File: src/pcs_consts.svh
// Timing counts and widths of the configuration stream sequencer
//------------------------------------------------------------------------------
// Overview of operation
// RL1 - After the stream completes, the data outputs stay actively driven low.
// RL2 - The PLD needs a fixed number of clock cycles after done (40, 136 or 10), so the clock runs on.
// RL3 - The power-on hold lasts 2 ms or 100 ms by pin, with the hold line driven low throughout.
// RL4 - The first configuration clock edge comes at least 40 us after the hold line goes high.
// RL5 - The first data is presented at least 40 us after the hold line goes high.
// RL6 - A low hold line during configuration stops the clock after at least 277 ns.
// RL7 - A low hold line during configuration stops the data drive after at least 277 ns.
// RL8 - An outside agent resets the sequencer by holding the hold line low for at least 60 ns.
// RL9 - The done check acts on the hold line at least 60 ns after a clock rising edge.
// RL10 - The generated clock has a period of at least 15 ns and phases of at least 6 ns each.
// RL11 - An external clock source stays at or below 133 MHz with phases of at least 3.375 ns.
// RL12 - After releasing the hold line, the sequencer waits until the line is really high.
// RL13 - The data outputs change on each rising edge of the generated clock.
//------------------------------------------------------------------------------
`ifndef PCS_CONSTS_SVH
`define PCS_CONSTS_SVH

`define PCS_CLK_NS        25
`define PCS_POR_SHORT_MS  2
`define PCS_POR_LONG_MS   100
`define PCS_POR_SHORT_CYC (`PCS_POR_SHORT_MS * 1000000 / `PCS_CLK_NS)
`define PCS_POR_LONG_CYC  (`PCS_POR_LONG_MS * 1000000 / `PCS_CLK_NS)
`define PCS_TCE_NS        40000
`define PCS_TCE_CYC       ((`PCS_TCE_NS + `PCS_CLK_NS - 1) / `PCS_CLK_NS)
`define PCS_TDF_NS        277
`define PCS_TDF_CYC       ((`PCS_TDF_NS + `PCS_CLK_NS - 1) / `PCS_CLK_NS)
`define PCS_TRE_NS        60
`define PCS_TRE_CYC       ((`PCS_TRE_NS + `PCS_CLK_NS - 1) / `PCS_CLK_NS)
`define PCS_USER_CYC      40
`define PCS_CLK_HALF_CYC  3
`define PCS_CHECK_EDGES   4
`define PCS_ERR_HOLD_CYC  4
`define PCS_WORD_W        8

`endif

File: src/pcs_pkg.sv
// Types shared by the configuration stream sequencer
package pcs_pkg;
    `include "pcs_consts.svh"

    typedef enum logic [3:0] {
        S_POR, S_WAIT_HIGH, S_SETUP, S_STREAM, S_CHECK, S_USER, S_IDLE, S_ABORT, S_ERR
    } pcs_state_t;

    typedef struct packed {
        logic                   last;
        logic [`PCS_WORD_W-1:0] data;
    } pcs_word_t;

    typedef struct packed {
        logic por_long_sel;
        logic ext_clk_sel;
        logic hold_line;
        logic done_sense_input;
        logic external_clock_input;
    } pcs_pins_t;
endpackage

File: src/pcs_sync.sv
// Two-flop synchroniser for a group of pin inputs
`timescale 1ns/1ps
module pcs_sync #(
    parameter int unsigned W = 1
) (
    input  wire logic         ref_clk,
    input  wire logic         rst,
    input  wire logic         clk_en,
    input  wire logic [W-1:0] d,
    output logic      [W-1:0] q
);
    logic [W-1:0] meta_r;

    always_ff @(posedge ref_clk or posedge rst) begin
        if (rst) begin
            meta_r <= '0;
            q      <= '0;
        end else if (clk_en) begin
            meta_r <= d;
            q      <= meta_r;
        end
    end
endmodule // pcs_sync

File: src/pcs_sequencer.sv
// Configuration stream sequencer: power-on hold, clock and data drive, done check
`timescale 1ns/1ps
`include "pcs_consts.svh"
module pcs_sequencer #(
    parameter int unsigned POR_SHORT_CYC = `PCS_POR_SHORT_CYC,
    parameter int unsigned POR_LONG_CYC  = `PCS_POR_LONG_CYC,
    parameter int unsigned USER_CYC      = `PCS_USER_CYC,
    parameter int unsigned CLK_HALF_CYC  = `PCS_CLK_HALF_CYC,
    parameter int unsigned CHECK_EDGES   = `PCS_CHECK_EDGES,
    parameter int unsigned ERR_HOLD_CYC  = `PCS_ERR_HOLD_CYC,
    parameter int unsigned DATA_W        = `PCS_WORD_W
) (
    input  wire logic              ref_clk,
    input  wire logic              rst,
    input  wire logic              clk_en,
    input  wire logic              por_long_sel,
    input  wire logic              ext_clk_sel,
    input  wire logic              external_clock_input,
    input  wire logic              hold_line_in,
    input  wire logic              done_sense_input,
    input  wire logic              src_valid,
    input  wire pcs_pkg::pcs_word_t src_word,
    output logic                   src_ready,
    output logic                   config_clock_out,
    output logic [DATA_W-1:0]      config_data,
    output logic                   config_data_oe,
    output logic                   hold_line_out,
    output logic                   hold_line_oe,
    output logic                   config_done,
    output logic                   done_error
);
    import pcs_pkg::*;

    localparam int TCE_CYC = `PCS_TCE_CYC;
    localparam int TDF_CYC = `PCS_TDF_CYC;
    localparam int TRE_CYC = `PCS_TRE_CYC;

    // The done check decides one cycle after its count ends, so a clock period must be
    // longer than that or the next rise lands on the hold line action [RL9]
    if ((DATA_W != 1 && DATA_W != 2 && DATA_W != 4 && DATA_W != 8) || CLK_HALF_CYC < 1
        || 2 * CLK_HALF_CYC <= TRE_CYC + 1 || USER_CYC < 1 || CHECK_EDGES < 1
        || ERR_HOLD_CYC < 1 || POR_SHORT_CYC < 1 || POR_LONG_CYC < 1
        || USER_CYC > 255 || CHECK_EDGES > 255) begin : g_bad_param
        $error("pcs_sequencer: unsupported parameter values");
    end

    //--------------------------------------------------------------------------
    // Pin synchronisers
    //--------------------------------------------------------------------------
    pcs_pins_t pins_raw;
    pcs_pins_t pins_s;
    assign pins_raw = '{por_long_sel, ext_clk_sel, hold_line_in, done_sense_input,
                        external_clock_input};

    // A synchronised low, however short, in setup, stream, check, user or idle counts as a reset request [RL8]
    pcs_sync #(.W($bits(pcs_pins_t))) u_sync (
        .ref_clk (ref_clk),
        .rst     (rst),
        .clk_en  (clk_en),
        .d       (pins_raw),
        .q       (pins_s)
    );

    //--------------------------------------------------------------------------
    // State and counters
    //--------------------------------------------------------------------------
    pcs_state_t      state_r, state_nxt;
    logic [31:0]     tcnt_r;
    logic [31:0]     div_r;
    logic [7:0]      edge_r;
    logic [1:0]      since_r;
    logic            pend_r;
    logic            ext_prev_r;
    logic            stage_v_r, stage_v_nxt;
    pcs_word_t       stage_r;
    logic [31:0]     setup_age_r;

    wire hold_hi   = pins_s.hold_line;
    wire done_hi   = pins_s.done_sense_input;
    wire state_chg = (state_nxt != state_r);
    wire [31:0] por_lim = pins_s.por_long_sel ? POR_LONG_CYC : POR_SHORT_CYC;

    // Clock edge sources: divided reference or sampled external clock [RL11]
    wire div_tick  = (div_r == 32'(CLK_HALF_CYC - 1));
    wire ext_rise  = pins_s.external_clock_input & ~ext_prev_r;
    wire ext_fall  = ~pins_s.external_clock_input & ext_prev_r;
    wire rise_src  = pins_s.ext_clk_sel ? ext_rise : div_tick;
    wire fall_src  = pins_s.ext_clk_sel ? ext_fall : div_tick;

    // Clock keeps running through the done check and the user-mode tail [RL2]
    wire clk_run   = (state_r == S_STREAM && stage_v_r) || state_r == S_CHECK
                     || (state_r == S_USER && edge_r < 8'(USER_CYC));
    wire do_rise   = clk_run && rise_src && !config_clock_out;
    wire do_fall   = fall_src && config_clock_out;
    wire ship      = do_rise && state_r == S_STREAM;
    wire take      = src_valid && src_ready;
    wire eval      = pend_r && since_r == 2'(TRE_CYC);
    wire abort_end = state_r == S_ABORT && state_nxt == S_WAIT_HIGH;

    always_comb begin
        state_nxt = state_r;
        case (state_r)
            S_POR: begin
                if (tcnt_r >= por_lim - 32'd1)
                    state_nxt = S_WAIT_HIGH;
            end
            S_WAIT_HIGH: begin
                if (hold_hi)
                    state_nxt = S_SETUP; // [RL12]
            end
            S_SETUP: begin
                if (!hold_hi)
                    state_nxt = S_ABORT;
                else if (tcnt_r == 32'(TCE_CYC - 1))
                    state_nxt = S_STREAM; // [RL4] [RL5]
            end
            S_STREAM: begin
                if (!hold_hi)
                    state_nxt = S_ABORT;
                else if (ship && stage_r.last)
                    state_nxt = S_CHECK;
            end
            S_CHECK: begin
                if (!hold_hi)
                    state_nxt = S_ABORT;
                else if (eval && done_hi)
                    state_nxt = S_USER;
                else if (eval && edge_r >= 8'(CHECK_EDGES))
                    state_nxt = S_ERR; // [RL9]
            end
            S_USER: begin
                if (!hold_hi)
                    state_nxt = S_ABORT;
                else if (edge_r == 8'(USER_CYC) && !config_clock_out)
                    state_nxt = S_IDLE; // [RL2]
            end
            S_IDLE: begin
                if (!hold_hi)
                    state_nxt = S_ABORT;
            end
            S_ABORT: begin
                if (tcnt_r == 32'(TDF_CYC - 1))
                    state_nxt = S_WAIT_HIGH; // [RL6] [RL7]
            end
            S_ERR: begin
                if (tcnt_r == 32'(ERR_HOLD_CYC - 1))
                    state_nxt = S_WAIT_HIGH;
            end
            default: state_nxt = S_POR;
        endcase
    end

    always_comb begin
        stage_v_nxt = stage_v_r;
        if (state_r == S_ABORT)
            stage_v_nxt = 1'b0;
        else if (take)
            stage_v_nxt = 1'b1;
        else if (ship)
            stage_v_nxt = 1'b0;
    end

    always_ff @(posedge ref_clk or posedge rst) begin
        if (rst) begin
            state_r <= S_POR;
            tcnt_r  <= '0;
        end else if (clk_en) begin
            state_r <= state_nxt;
            tcnt_r  <= state_chg ? 32'd0 : tcnt_r + 32'd1; // [RL3]
        end
    end

    // Divider runs free so the first edge timing never depends on state
    always_ff @(posedge ref_clk or posedge rst) begin
        if (rst) begin
            div_r      <= '0;
            ext_prev_r <= 1'b0;
        end else if (clk_en) begin
            div_r      <= div_tick ? 32'd0 : div_r + 32'd1; // [RL10]
            ext_prev_r <= pins_s.external_clock_input;
        end
    end

    always_ff @(posedge ref_clk or posedge rst) begin
        if (rst) begin
            edge_r <= '0;
        end else if (clk_en) begin
            if (state_r == S_STREAM && state_nxt == S_CHECK)
                edge_r <= 8'd1;
            else if (state_r == S_CHECK && state_nxt == S_USER)
                edge_r <= 8'd0;
            else if (do_rise && state_r != S_STREAM)
                edge_r <= edge_r + 8'd1;
        end
    end

    // Done is judged a fixed distance after a rising edge, never nearer
    always_ff @(posedge ref_clk or posedge rst) begin
        if (rst) begin
            since_r <= '0;
            pend_r  <= 1'b0;
        end else if (clk_en) begin
            if (do_rise) begin
                since_r <= '0;
                pend_r  <= 1'b1;
            end else begin
                if (since_r != 2'(TRE_CYC))
                    since_r <= since_r + 2'd1;
                if (eval)
                    pend_r <= 1'b0; // [RL9]
            end
        end
    end

    always_ff @(posedge ref_clk or posedge rst) begin
        if (rst) begin
            stage_v_r <= 1'b0;
            stage_r   <= '0;
            src_ready <= 1'b0;
        end else if (clk_en) begin
            stage_v_r <= stage_v_nxt;
            if (take)
                stage_r <= src_word;
            src_ready <= (state_nxt == S_SETUP || state_nxt == S_STREAM) && !stage_v_nxt;
        end
    end

    //--------------------------------------------------------------------------
    // Pin drivers
    //--------------------------------------------------------------------------
    always_ff @(posedge ref_clk or posedge rst) begin
        if (rst) begin
            config_clock_out <= 1'b0;
        end else if (clk_en) begin
            if (abort_end)
                config_clock_out <= 1'b0; // [RL6]
            else if (do_rise)
                config_clock_out <= 1'b1; // [RL10]
            else if (do_fall)
                config_clock_out <= 1'b0;
        end
    end

    // Data moves with the clock's rising edge; zeros once the stream is out
    always_ff @(posedge ref_clk or posedge rst) begin
        if (rst) begin
            config_data    <= '0;
            config_data_oe <= 1'b0;
        end else if (clk_en) begin
            if (abort_end || state_nxt == S_POR) begin
                config_data    <= '0;
                config_data_oe <= 1'b0; // [RL7]
            end else if (do_rise) begin
                config_data    <= ship ? stage_r.data[DATA_W-1:0] : '0; // [RL13] [RL1]
                config_data_oe <= 1'b1; // [RL5] [RL1]
            end
        end
    end

    // Open drain: the line is only ever pulled low, never driven high
    always_ff @(posedge ref_clk or posedge rst) begin
        if (rst) begin
            hold_line_out <= 1'b0;
            hold_line_oe  <= 1'b1;
            config_done   <= 1'b0;
            done_error    <= 1'b0;
        end else if (clk_en) begin
            hold_line_out <= 1'b0;
            hold_line_oe  <= state_nxt == S_POR || state_nxt == S_ERR; // [RL3] [RL9]
            config_done   <= state_nxt == S_IDLE;
            if (state_r == S_CHECK && state_nxt == S_ERR)
                done_error <= 1'b1;
            else if (state_r == S_WAIT_HIGH && state_nxt == S_SETUP)
                done_error <= 1'b0;
        end
    end

    //--------------------------------------------------------------------------
    // Assertions
    //--------------------------------------------------------------------------
    always_ff @(posedge ref_clk or posedge rst) begin
        if (rst)
            setup_age_r <= '0;
        else if (clk_en) begin
            if (state_r == S_WAIT_HIGH)
                setup_age_r <= '0;
            else if (setup_age_r != 32'hffffffff)
                setup_age_r <= setup_age_r + 32'd1;
        end
    end
endmodule // pcs_sequencer

File: config.mk
export PLATFORM = sky130hd
export DESIGN_NAME = pcs_sequencer
export DESIGN_NICKNAME = d
export VERILOG_FILES = /design/src/pcs_pkg.sv /design/src/pcs_sync.sv /design/src/pcs_sequencer.sv
export VERILOG_INCLUDE_DIRS = /design/src
export SDC_FILE = /design/constraint.sdc
export NUM_CORES = 1
export LEC_CHECK = 0
export ABC_AREA = 1
export BUFFER_PORTS_ARGS = -buffer_cell sky130_fd_sc_hd__buf_4
export CORE_UTILIZATION = 26
export CTS_CLUSTER_SIZE = 16
export DETAILED_ROUTE_END_ITERATION = 8
export PLACE_DENSITY = 0.43
export SETUP_SLACK_MARGIN = 0.1
export SYNTH_ARGS = -nofsm -noshare
export SYNTH_HDL_FRONTEND = slang
export SYNTH_SLANG_ARGS = --single-unit
File: constraint.sdc
create_clock -name ref_clk -period 3.8 [get_ports ref_clk]
set_clock_uncertainty 0.15 [all_clocks]
set_input_delay 0.38 -clock ref_clk [delete_from_list [all_inputs] [get_ports ref_clk]]
set_output_delay 0.38 -clock ref_clk [all_outputs]
set_load 0.01 [all_outputs]
==> run metrics <==
Finish-stage setup viols=0; Primary FF master, synth=dfrtp_1; post-cts gate resize count=0; first-pass GRT wire length=26400 um; #FFs+latches synth=114; CP Max Fanout=32; Antenna Nets Post-Route=0; FF-to-FF path depth=15; Filler cells=2653; Pwr per Cell Area=488 nW/um^2; largest net degree at the start of global routing=72; Static Leak=3.64 nW; data required time of the critical path=3960 ps; initial antenna violation count=0; total number of vias=5337; final core utilization=31.2%; Worst Path Arrival=3170 ps; Mapped Nets=847; CTS Hold Buffers Added=4; final hold vios=0; RSZ-0062 raised after global routing=false; Initial Utilization=26.4%; Setup crit end=tcnt_r[0]$_DFFE_PP0P_; Fmax achieved=0.332 GHz; Die ar.=25300 um^2; layout cells sized above 1=11.1%; GP Congestion=0.852; vias in the first global route=5192; post-synthesis sequential area ratio=44.5%; CORE AREA=24200 um^2; Clock Sinks=114; Via density=4.48; Post-synth ARST share=100%; # diodes=0; detailed placement HPWL=10900 um; GRT Resource Usage Total=13.0%; reg2reg start=div_r[10]$_DFFE_PP0P_; most frequent cell after synthesis=nand2_1; H-tree levels=4; # DRC=0; placed instance count=1155; max-cap violations=0; CTS Buf Count=17; clk root buf=clkbuf_16; Final Non-Filler Cells=1191; wire per inst=13.2 um; hold crit path type=in2async; Cell variety after synth=42; # rows=57; synthesized area per cell=7.85 um^2; final setup TNS=0 ps; worst vdd ir=0.300 mV; Chip Height=159 um; period utilisation layout=79.2%; Final #Nets=885; Critical Path Source=div_r[10]$_DFFE_PP0P_; Final Max Slew Viols=0; Tightest Pin Transition=950 ps; crit end category=flip-flop; Critical Path Start Type=flip-flop; outcome=finished clean; Die X=159 um; Post-CTS Repair Setup Buffers=0; RR Endpoint=tcnt_r[0]$_DFFE_PP0P_; GRT overflow=0; Post-Synthesis Cells=816; critical path class=reg2reg; minimum clock period=3010 ps; DRT Pass-1 Iters=5; top cells by area, synth=dfrtp_1, nand2_1, nor2_1; area delta synth->final=18.1%; reg-to-reg setup timing slack=790 ps; Clock Latency Late Sink=410 ps; clock buffer depth=2; Routed WL=15800 um; synthesized cell area=6410 um^2; num ports=33; relative slew slack=36.7%; most frequent cells after synthesis=nand2_1, dfrtp_1, nor2_1; Synth top area share=44.1%; drt initial violations=288; number of flops mapped to enable cells by yosys=0; TritonCTS clock tree=yes; Yosys top cell by area=dfrtp_1; Clock transition at path regs=60 ps; Buffers on Ports=31; Ys Warns=0
[state kept, by name, indices dropped and copies added (netlist names)]
| register | cells |
|---|---|
| config_done | 1 |
| src_ready | 1 |
| config_data_oe | 1 |
| u_sync.q | 5 |
| done_error | 1 |
| since_r | 2 |
| pend_r | 1 |
| tcnt_r | 32 |
| state_r | 4 |
| stage_r | 9 |
| edge_r | 8 |
| ext_prev_r | 1 |
| config_data | 8 |
| div_r | 32 |
| u_sync.meta_r | 5 |
| stage_v_r | 1 |
| config_clock_out | 1 |
| hold_line_oe | 1 |
[final cells by class]
class	count	area (um^2)	share of cell area, %
well taps	324	405	5.36
clock inverters	15	109	1.44
repair buffers	41	330	4.36
multi-input cells	596	3130	41.3
inverters	84	318	4.20
clock buffers	17	425	5.62
flip-flops and latches	114	2850	37.7
[per-stage QoR]
step | cell area [um^2] | hold slack, ps | worst slack [ps] | total power [mW]
after floorplan | 6410 | 292 | 256 | 2.10
after global placement | 6990 | 305 | 817 | 2.28
after detailed placement | 6990 | 310 | 751 | 2.26
after CTS | 7570 | 1.64 | 722 | 3.76
after global routing | 7570 | 17.4 | 371 | 3.92
final | 7570 | 23.9 | 790 | 3.69
[logic make-up (layout without fill, tap and decap cells)]
| group | Yosys count | after routing | share of synthesized area, % |
|---|---|---|---|
| and+or+nand+nor | 437 | 437 | 30.2 |
| DFF | 114 | 114 | 44.5 |
| xor gates and xnor gates | 56 | 56 | 7.65 |
| adders and majority gates | 13 | 13 | 2.54 |
| muxes | 9 | 9 | 1.58 |
| AOI/OAI and AO/OA | 80 | 80 | 6.77 |
| other | 1 | 1 | 0.0585 |
| buffers and inverters | 106 | 157 | 6.68 |
[placed cells by master (no fill, tap or decap), drive strengths merged, types with 2 or more instances in the layout]
cell type / synthesis / routed
a31oi: 6 / 6
inv: 83 / 88
mux2: 9 / 9
nand3b: 5 / 5
xor2: 41 / 41
nor2: 102 / 102
clkinvlp: 0 / 3
a211oi: 2 / 2
nand2: 200 / 200
xnor2: 15 / 15
nor3b: 3 / 3
nand3: 66 / 66
clkbuf: 11 / 17
nor3: 29 / 29
nor4: 5 / 5
dlygate4sd3: 0 / 4
buf: 11 / 37
a21oi: 44 / 44
ha: 13 / 13
clkinv: 1 / 8
o21ai: 21 / 21
dfrtp: 113 / 113
nand4: 26 / 26
[worst min path at each step]
| stage | startpoint | to | slack (ps) | depth (start not counted) |
|---|---|---|---|---|
| finish | rst | div_r[24]$_DFFE_PP0P_ | 20 | 2 |
| global placement | u_sync.meta_r[0]$_DFFE_PP0P_ | u_sync.meta_r[0]$_DFFE_PP0P_ | 310 | 2 |
| floorplan | u_sync.meta_r[0]$_DFFE_PP0P_ | u_sync.meta_r[0]$_DFFE_PP0P_ | 290 | 2 |
| detailed placement | u_sync.meta_r[1]$_DFFE_PP0P_ | u_sync.meta_r[1]$_DFFE_PP0P_ | 310 | 2 |
| CTS | ext_clk_sel | u_sync.meta_r[3]$_DFFE_PP0P_ | 2 | 3 |
| global route | ext_clk_sel | u_sync.meta_r[3]$_DFFE_PP0P_ | 20 | 3 |
[layer usage]
| metal | track usage, % | routed length, um | up-vias |
|---|---|---|---|
| met5 | 0 | 0 | - |
| met4 | 3.58 | 111 | 0 |
| li1 | - | - | 2744 |
| met1 | 18.3 | 8080 | 2520 |
| met3 | 3.15 | 393 | 10 |
| met2 | 19.9 | 7190 | 63 |
[report_power, final]
group	internal, mW	switching (mW)
Clock	0.837	0.621
Combinational	0.238	0.502
Sequential	1.36	0.138
Total	2.43	1.26
[critical path, cell delays in order (launching register included)]
cell and delay [ps]:
dfrtp_1 430, nor2_1 180, nand2_1 70, nor2_1 130
nand2_1 80, nor2_2 200, nor2_1 110, nor2_4 330
nand4_4 180, nand2_2 130, nand2_1 110, nand2_1 70
nand2_1 60, inv_2 60, nand3_4 320, o21ai_0 290
No activity file was read; power rests on OpenSTA's default activity.
